--- src/sds_pkg.sv ---
// shared constants, carriers and lookup for the sinusoid synthesizer
package sds_pkg;
    localparam int PH_W = 16; // phase width
    localparam int OUT_W = 16; // output sample width
    localparam int CH_MAX = 16; // most time-multiplexed channels
    localparam int CH_W = 4; // channel index width
    localparam int RAS_W = 14; // raster accumulator width
    localparam int RAS_M_MIN = 9; // least raster modulus
    localparam int RAS_M_MAX = 16384; // largest raster modulus
    localparam int RAS_SH = 30; // reciprocal scale for raster phase
    localparam int FRAC_W = 10; // phase bits below the table index
    localparam logic [PH_W-1:0] PH_QTR = 16'h4000; // quarter turn
    localparam logic [3:0] REG_CTRL = 4'h0; // control word
    localparam logic [3:0] REG_STAT = 4'h4; // status word
    localparam logic [3:0] REG_COUNT = 4'h8; // sample counter
    localparam int CTRL_DITH = 0; // dither enable bit
    localparam int CTRL_HOLD = 1; // generation pause bit
    localparam logic [1:0] CTRL_RST = 2'h1; // control reset value
    localparam logic [15:0] LFSR_SEED = 16'hACE1; // dither seed
    // quarter-wave table, 17 points incl. the end point
    localparam logic [0:16][15:0] SDS_TAB = {
        16'h0000, 16'h0C8C, 16'h18F9, 16'h2528, 16'h30FB, 16'h3C56,
        16'h471C, 16'h5133, 16'h5A82, 16'h62F1, 16'h6A6D, 16'h70E2,
        16'h7641, 16'h7A7C, 16'h7D89, 16'h7F61, 16'h7FFF};

    // build choices and value sources
    typedef enum {SDS_FULL, SDS_PG_ONLY, SDS_LUT_ONLY} sds_build_e;
    typedef enum {SDS_FIXED, SDS_PROG, SDS_STREAM, SDS_NONE} sds_src_e;
    typedef enum {SDS_SIN, SDS_COS, SDS_BOTH} sds_outsel_e;

    // input phase channel word
    typedef struct packed {
        logic [PH_W-1:0] phase; // lookup-only input phase
        logic [PH_W-1:0] phase_word_step_field; // streamed step
        logic [PH_W-1:0] phase_word_shift_field; // streamed shift
    } sds_in_s;

    // configuration channel word
    typedef struct packed {
        logic [CH_W-1:0] chan; // channel addressed
        logic [PH_W-1:0] cfg_word_step_field; // programmed step
        logic [PH_W-1:0] cfg_word_shift_field; // programmed shift
    } sds_cfg_s;

    // output channel word
    typedef struct packed {
        logic last; // last channel of a vector
        logic [CH_W-1:0] chan; // channel of this sample
        logic [PH_W-1:0] phase; // phase that was looked up
        logic [OUT_W-1:0] sine; // sine sample
        logic [OUT_W-1:0] cosine; // cosine sample
    } sds_out_s;

    // phase to sine, optional first-order correction
    function automatic logic [OUT_W-1:0] sds_sine(input logic [PH_W-1:0] ph,
            input logic taylor, input logic unit);
        logic [14:0] u;
        logic [4:0] i;
        logic [4:0] j;
        logic signed [17:0] a;
        logic signed [17:0] d;
        logic signed [28:0] p;
        logic signed [17:0] y;
        u = ph[14] ? 15'h4000 - {1'b0, ph[13:0]} : {1'b0, ph[13:0]};
        i = u[14:10];
        j = (i == 5'h10) ? i : i + 5'h01;
        a = signed'({2'h0, SDS_TAB[i]});
        d = signed'({2'h0, SDS_TAB[j]}) - a;
        p = d * signed'({1'b0, u[FRAC_W-1:0]});
        y = taylor ? a + 18'(p >>> FRAC_W) : a;
        if (unit) y = y >>> 1;
        if (ph[15]) y = -y;
        return y[OUT_W-1:0];
    endfunction : sds_sine
endpackage : sds_pkg

--- src/sds_synth.sv ---
// time-multiplexed sinusoid synthesizer with stream ports
//
// Design decisions made here: strobed register access and the register offsets.
`timescale 1ns/100ps

// What this block does
// - accumulator then optional offset adder
// - step and shift sources chosen independently
// - fixed values are build-time constants
// - config word fields; no config without programmables
// - phase word fields; no input if none streamed
// - lookup-only takes phase from input channel
// - full, generator-only or lookup-only builds
// - sine, cosine or both outputs
// - sine and cosine negation selected separately
// - one to sixteen multiplexed channels
// - each channel owns step and shift
// - standard mode frequency from clock, width, step
// - raster mode exact modulo M accumulation
// - lookup-only: no dither, correction allowed
// - generator-only: no noise shaping
// - optional first-order correction of lookup
// - optional dither perturbs phase before lookup
// - step and shift width follow resolution
// - output width bounds phase width
// - full-range or half unit-circle amplitude
// - pipelined; stall when output blocked
// - clear is registered, beats clock enable
// - clock enable low freezes datapath
// - backpressure stalls whole datapath
// - new config applied at vector start
module sds_synth
    import sds_pkg::*;
#(
    parameter sds_build_e BUILD = SDS_FULL,
    parameter sds_src_e STEP_SRC = SDS_PROG,
    parameter sds_src_e SHIFT_SRC = SDS_PROG,
    parameter sds_outsel_e OUT_SEL = SDS_BOTH,
    parameter bit NEG_SIN = 1'b0,
    parameter bit NEG_COS = 1'b0,
    parameter int NUM_CH = 1,
    parameter bit RASTER = 1'b0,
    parameter int RAS_M = 1000,
    parameter bit TAYLOR = 1'b1,
    parameter bit DITHER = 1'b0,
    parameter bit UNIT_AMP = 1'b0,
    parameter bit OUT_BP = 1'b1,
    parameter logic [PH_W-1:0] FIXED_STEP = 16'h0100,
    parameter logic [PH_W-1:0] FIXED_SHIFT = 16'h0000
) (
    input wire logic clk_sys,
    input wire logic rst_b,
    input wire logic clk_en,
    input wire logic in_valid,
    input wire sds_pkg::sds_in_s in_data,
    output logic in_ready,
    input wire logic cfg_valid,
    input wire sds_pkg::sds_cfg_s cfg_data,
    output logic cfg_ready,
    output logic out_valid,
    output sds_pkg::sds_out_s out_data,
    input wire logic out_ready,
    input wire logic [3:0] reg_addr,
    input wire logic [31:0] reg_wdata,
    input wire logic reg_wr,
    input wire logic reg_rd,
    output logic [31:0] reg_rdata
);
    import sds_pkg::*;

    ////////////////////////////////////////////////////////////////
    // build-derived switches

    // which parts exist in this build
    localparam bit HAS_PG = (BUILD != SDS_LUT_ONLY);
    localparam bit HAS_LUT = (BUILD != SDS_PG_ONLY);
    // config channel only when something is programmable
    localparam bit HAS_CFG = HAS_PG &&
        (STEP_SRC == SDS_PROG || SHIFT_SRC == SDS_PROG);
    // input channel only for streamed values or lookup-only
    localparam bit HAS_IN = !HAS_PG ||
        STEP_SRC == SDS_STREAM || SHIFT_SRC == SDS_STREAM;
    // correction needs the table; dither needs both parts
    localparam bit TAY_ON = TAYLOR && HAS_LUT;
    localparam bit DITH_ON = DITHER && BUILD == SDS_FULL;
    // last channel index of the vector
    localparam logic [CH_W-1:0] LAST_CH = CH_W'(NUM_CH - 1);
    // raster modulus and reciprocal for phase scaling
    localparam logic [RAS_W:0] RAS_M_V = (RAS_W + 1)'(RAS_M);
    localparam logic [31:0] RAS_R = 32'((64'h1 << RAS_SH) / RAS_M);

    ////////////////////////////////////////////////////////////////
    // state

    // every flip-flop of the block lives here
    typedef struct packed {
        logic rst_q; // clear, registered once
        logic [CH_W-1:0] ch; // channel served next
        logic [CH_MAX-1:0][PH_W-1:0] acc; // accumulators
        logic [CH_MAX-1:0][PH_W-1:0] step; // active steps
        logic [CH_MAX-1:0][PH_W-1:0] shift; // active shifts
        logic [CH_MAX-1:0][PH_W-1:0] pstep; // pending steps
        logic [CH_MAX-1:0][PH_W-1:0] pshift; // pending shifts
        logic [CH_MAX-1:0] pend; // pending flags
        logic [15:0] lfsr; // dither source
        logic a_vld; // phase stage full
        logic a_last; // phase stage last flag
        logic [CH_W-1:0] a_ch; // phase stage channel
        logic [PH_W-1:0] a_ph; // phase stage phase
        logic o_vld; // output stage full
        sds_out_s o; // output stage word
        logic gen_rdy; // phase stage may load
        logic in_port; // input ready seen outside
        logic cfg_rdy; // config ready
        logic [1:0] ctrl; // software control
        logic [31:0] count; // samples delivered
        logic [31:0] rdata; // read data
    } sds_state_s;

    sds_state_s st_reg; // registered state
    sds_state_s st_next; // next state

    ////////////////////////////////////////////////////////////////
    // next state

    // one process computes everything; order matters below
    always_comb begin
        logic [CH_W-1:0] c;
        logic [PH_W-1:0] stp;
        logic [PH_W-1:0] sft;
        logic [PH_W-1:0] base;
        logic [PH_W-1:0] ph;
        logic [RAS_W:0] rsum;
        logic [31:0] prod;
        logic [OUT_W-1:0] sn;
        logic [OUT_W-1:0] cs;
        logic o_take;
        logic take_in;
        c = st_reg.ch;
        stp = '0;
        sft = '0;
        base = '0;
        ph = '0;
        rsum = '0;
        prod = '0;
        sn = '0;
        cs = '0;
        st_next = st_reg;
        // clear passes one flop before it acts
        st_next.rst_q = rst_b;
        // output stage can move when empty or accepted
        o_take = !st_reg.o_vld || out_ready || !OUT_BP;
        // internal source always offers when no input channel
        take_in = st_reg.gen_rdy && (in_valid || !HAS_IN);

        // register port runs beside the datapath
        st_next.rdata = '0;
        if (reg_rd) begin
            if (reg_addr == REG_CTRL) begin
                st_next.rdata = {30'h0, st_reg.ctrl};
            end else if (reg_addr == REG_STAT) begin
                st_next.rdata = {st_reg.pend, 12'h000, st_reg.ch};
            end else if (reg_addr == REG_COUNT) begin
                st_next.rdata = st_reg.count;
            end else begin
                st_next.rdata = '0; // unmapped reads zero
            end
        end
        if (reg_wr && reg_addr == REG_CTRL) begin
            st_next.ctrl = reg_wdata[1:0];
        end

        // datapath advances only on enabled cycles
        if (clk_en) begin
            // lookup stage: phase word into samples
            if (o_take) begin
                if (st_reg.o_vld) begin
                    st_next.count = st_reg.count + 32'h1;
                end
                sn = sds_sine(st_reg.a_ph, TAY_ON, UNIT_AMP);
                cs = sds_sine(st_reg.a_ph + PH_QTR, TAY_ON, UNIT_AMP);
                if (NEG_SIN) sn = -sn;
                if (NEG_COS) cs = -cs;
                if (!HAS_LUT || OUT_SEL == SDS_COS) sn = '0;
                if (!HAS_LUT || OUT_SEL == SDS_SIN) cs = '0;
                st_next.o_vld = st_reg.a_vld;
                st_next.o.last = st_reg.a_last;
                st_next.o.chan = st_reg.a_ch;
                st_next.o.phase = st_reg.a_ph;
                st_next.o.sine = sn;
                st_next.o.cosine = cs;
                st_next.a_vld = 1'b0;
            end

            // pending values become active at vector start
            if (take_in && c == '0) begin
                for (int k = 0; k < CH_MAX; k++) begin
                    if (st_reg.pend[k]) begin
                        st_next.step[k] = st_reg.pstep[k];
                        st_next.shift[k] = st_reg.pshift[k];
                    end
                end
                st_next.pend = '0;
            end

            // config writes park until the next vector; set beats clear
            if (st_reg.cfg_rdy && cfg_valid) begin
                if (STEP_SRC == SDS_PROG) begin
                    st_next.pstep[cfg_data.chan] = cfg_data.cfg_word_step_field;
                end else begin
                    st_next.pstep[cfg_data.chan] = st_next.step[cfg_data.chan];
                end
                if (SHIFT_SRC == SDS_PROG) begin
                    st_next.pshift[cfg_data.chan] = cfg_data.cfg_word_shift_field;
                end else begin
                    st_next.pshift[cfg_data.chan] = st_next.shift[cfg_data.chan];
                end
                st_next.pend[cfg_data.chan] = 1'b1;
            end

            // phase stage: serve channel c
            if (take_in) begin
                // pick each source on its own
                case (STEP_SRC)
                    SDS_FIXED: stp = FIXED_STEP;
                    SDS_STREAM: stp = in_data.phase_word_step_field;
                    SDS_PROG: stp = st_next.step[c];
                    default: stp = '0;
                endcase
                case (SHIFT_SRC)
                    SDS_FIXED: sft = FIXED_SHIFT;
                    SDS_STREAM: sft = in_data.phase_word_shift_field;
                    SDS_PROG: sft = st_next.shift[c];
                    default: sft = '0; // no offset adder
                endcase
                if (!HAS_PG) begin
                    // lookup-only: phase comes straight in
                    ph = in_data.phase;
                end else if (RASTER) begin
                    // exact modulo M, never truncated
                    rsum = {1'b0, st_reg.acc[c][RAS_W-1:0]} +
                        {1'b0, stp[RAS_W-1:0]};
                    if (rsum >= RAS_M_V) rsum = rsum - RAS_M_V;
                    st_next.acc[c] = {2'h0, rsum[RAS_W-1:0]};
                    // scale residue to a full turn for lookup
                    prod = {18'h0, st_reg.acc[c][RAS_W-1:0]} * RAS_R;
                    base = prod[RAS_SH-1:RAS_SH-PH_W];
                    ph = base + sft;
                end else begin
                    // plain wrap at full phase width
                    st_next.acc[c] = st_reg.acc[c] + stp;
                    ph = st_reg.acc[c] + sft;
                end
                // dither sits below the table index bits
                if (DITH_ON && st_reg.ctrl[CTRL_DITH]) begin
                    ph = ph + {6'h00, st_reg.lfsr[FRAC_W-1:0]};
                end
                st_next.lfsr = {st_reg.lfsr[14:0], st_reg.lfsr[15] ^
                    st_reg.lfsr[13] ^ st_reg.lfsr[12] ^ st_reg.lfsr[10]};
                st_next.a_vld = 1'b1;
                st_next.a_ph = ph;
                st_next.a_ch = c;
                st_next.a_last = (c == LAST_CH);
                // channels take turns on one datapath
                st_next.ch = (c == LAST_CH) ? '0 : c + 4'h1;
            end

            // ready only when the phase stage surely frees
            st_next.gen_rdy = !st_reg.ctrl[CTRL_HOLD] &&
                (!st_next.a_vld || !st_next.o_vld || !OUT_BP);
            st_next.in_port = st_next.gen_rdy && HAS_IN;
            st_next.cfg_rdy = HAS_CFG;
        end

        // registered clear wins over clock enable
        if (!st_reg.rst_q) begin
            st_next = '0;
            st_next.rst_q = rst_b;
            st_next.ctrl = CTRL_RST;
            st_next.lfsr = LFSR_SEED;
        end
    end

    ////////////////////////////////////////////////////////////////
    // registers

    // single clocked process for all state
    always_ff @(posedge clk_sys) begin
        st_reg <= st_next;
    end

    ////////////////////////////////////////////////////////////////
    // outputs, all straight from flops

    // handshake and data outputs
    assign in_ready = st_reg.in_port;
    assign cfg_ready = st_reg.cfg_rdy;
    assign out_valid = st_reg.o_vld;
    assign out_data = st_reg.o;
    assign reg_rdata = st_reg.rdata;

    // widths are fixed, so the resolution and bound checks are static:
    // step and shift carry the full phase width, and the sample width
    // never exceeds it
endmodule : sds_synth

--- config.mk ---
export PLATFORM = sky130hd
export DESIGN_NAME = sds_synth
export DESIGN_NICKNAME = d
export VERILOG_FILES = /design/src/sds_pkg.sv /design/src/sds_synth.sv
export SDC_FILE = /design/constraint.sdc
export NUM_CORES = 2
export LEC_CHECK = 0
export BUFFER_PORTS_ARGS = -buffer_cell sky130_fd_sc_hd__buf_2
export CAP_MARGIN = 10
export CORE_UTILIZATION = 50
export DETAILED_ROUTE_END_ITERATION = 7
export PLACE_DENSITY = 0.69
export SYNTH_ARGS = -nofsm -noshare
export SYNTH_HDL_FRONTEND = slang
export SYNTH_SLANG_ARGS = --single-unit
--- constraint.sdc ---
create_clock -name clk_sys -period 12.84 [get_ports clk_sys]
set_input_delay 0.642 -clock clk_sys [delete_from_list [all_inputs] [get_ports clk_sys]]
set_output_delay 0.642 -clock clk_sys [all_outputs]
set_load 0.05 [all_outputs]
==> impl_metrics.toml <==
[outcome]
status = "finished, final reports clean"

[worst_setup_path]
cp_max_fo = 6
crit_path_frequent_cell = "fa_1"
worstPathRequired_ps = 13560
path_class = "reg2reg"
reg2reg_depth = 54
worstPathArrival_ps = 13200
worstSetupStartpointType = "register"
end_kind = "register"
critPathSlowestCell = "fa_1"
slowest_delay_ps = 560

[floorplan]
io_pins = 216
core-area_sq_mm = 0.159
die_area_sq_mm = 0.162
rows = 146
fp.dieH_um = 403
die_w_um = 403
initial_core_util = 0.506

[clock_tree]
cts_max_level = 4
cts_buffers = 154
cts_tree = "done"
clock_sinks = 1445
clockBufferDepth = 3
clk_pin_slew_ps = 70
cts_root_buf = "clkbuf_16"
clkLatencyLatePin_ps = 820

[finish]
syn2layout_area_growth_pct = 10.4
fillCellCount = 14485
final-seq-area_sq_mm = 0.0289
largest_reg_flops = 1358
nets = 10625
drive_above_1_share = 0.106
multi_input_area_sq_mm = 0.0467
utilization = 0.558

[synthesis]
synth_edf_count = 0
avgSynthCellArea_sq_um = 7.92
ys_ff_latch = 1445
syn_inst = 10158
seq_area_frac_synth = 0.360
synth_warnings = 0
synth_flop_cell = "dfxtp_1"
synthArstFlopShare = 0
synth_cell_types = 90
synth_area_sq_mm = 0.0804
synth_nets = 10818

[pwr]
p_leak_nw = 34.8
switching_share = 0.297
p_sw_mw = 3.44
powerDensity_mw_per_mm2 = 130
comb_power_share = 0.210
total_power_mw = 11.6
ir_worst_vdd_v = 0.000179
power.share.sequential = 0.392
pwr-share-clk = 0.398
intPower_mw = 8.14

[placement]
place.gp.congestion = 0.975
dpl_worst_slack_ps = -120
dp_hpwl_um = 173000
portBuffers = 135

[route]
drt_pass1_iterations = 6
detail_route.iter0.violations = 8175
wl_um = 265000
vias = 72157
postRouteAntennaNets = 0
wl_per_cell_um = 21.7
drc = 0
viasPerCell = 5.90

[hold_path]
min_path_cells = 3
worstHoldPathType = "in2reg"

[sta]
slew_headroom = 0.140
worst_pin_slew_ps = 1290
timing.fmax_mhz = 80.1
maxSlewViolCount = 0
fin_ws_ps = 360
setup_viol = 0
hold_viol_final = 0
fin_skew_ps = 50.7
post-route-period-util = 0.972
period_minus_slack_ps = 12480

[global_route]
grt_overflow = 0
grt_pass1_wl_um = 401000
grt_pass1_vias = 68531
track_usage = 0.317
grt_start_max_net_pins = 153
antenna_found_initial = 7

[job]
maxCapViolations = 0
[placed cells by master, fill, tap and decap left out, drive strengths merged, types with 68 or more instances in the layout]
cell,instances
a211oi,262
a21oi,1392
a31oi,68
and3,148
buf,507
clkbuf,228
dfxtp,1445
fa,294
ha,238
inv,461
mux2i,278
mux4,157
nand2,2962
nand3,105
nor2,536
o21ai,133
xnor2,117
xor2,94
[area by class of cell]
type | instances | area share
Multi-Input combinational cell | 7403 | 0.525
Sequential cell | 1445 | 0.326
Clock buffer | 228 | 0.0512
Timing Repair Buffer | 508 | 0.0398
Tap cell | 2146 | 0.0302
Inverter | 453 | 0.0192
Clock inverter | 48 | 0.00803
Antenna cell | 4 | 0.000113
[cells in the mapped netlist, drive strengths merged, types with 157 or more instances]
library cell,count,area (sq um)
nand2,2962,11100
inv,452,1700
nor2,536,2010
fa,294,5890
mux2i,278,2780
a21oi,1392,6970
dfxtp,1445,28900
mux4,157,3540
a211oi,262,1970
clkbuf,686,2630
ha,238,2980
buf,170,980
[critical path, delay by kind of cell, from the launching register on]
family          cells  cell delay [ps]
fa+ha+maj          12             4360
simple gates       18             4060
compound gates     11             1940
buf+inv            10             1050
xor+xnor            3              650
flops               1              340
[final timing paths]
kind	start	to	slack, ps
setup reg to reg	st_reg[123]	out_data[31]	360
hold / removal	reg_wdata[1]	st_reg[65]	130
hold reg to reg	st_reg[490]	st_reg[1002]	430
setup / recovery	st_reg[123]	out_data[31]	360
[power by group through the flow]
| stage | combinational (mW) | sequential [mW] | clock (mW) |
|---|---|---|---|
| floorplan | 1.65 | 4.63 | 0 |
| global placement | 2.31 | 4.64 | 0 |
| detailed placement | 2.35 | 4.64 | 0 |
| CTS | 2.35 | 4.54 | 4.64 |
| global route | 2.66 | 4.54 | 4.84 |
| finish | 2.43 | 4.54 | 4.61 |
[routing by layer]
metal  track usage  share of wire  wire length [um]  vias to the layer above
met2         0.513           0.46            122000                     3419
met4         0.161          0.052             13700                        8
met1         0.408           0.40            105000                    34737
met3        0.0544          0.094             25000                      652
li1              -              -                 -                    33341
met5             0        0.00016                43                        -
[kinds of logic after synthesis]
| kind of cell | share of synthesized area |
|---|---|
| mux | 0.0793 |
| flops | 0.360 |
| other cells | 0.0000466 |
| buf+inv | 0.0661 |
| compound gates | 0.156 |
| fa+ha+maj | 0.110 |
| xor+xnor | 0.0235 |
| simple gates | 0.205 |
[stage by stage]
step	cell area [sq um]	TNS [ps]	instances	hold WS [ps]
after global placement	83200	-21.6	11946	438
after CTS	88400	0	12223	95.6
final	88800	0	12235	130
after detailed placement	83200	-120	11946	443
after global routing	88800	-100	12233	145
after floorplan	80400	0	10158	432
[repair_timing]
| action | 4_1_cts | 5_1_grt |
|---|---|---|
| setup endpoints to repair | 1 | 14 |
| buffers inserted | 0 | 7 |
| hold buffers | 1 | 0 |
| gates resized for setup | 3 | 87 |
| pin swaps | 1 | 18 |
| hold endpoints to repair | 1 | 0 |
Note: power is estimated with default switching activity, not from simulation.
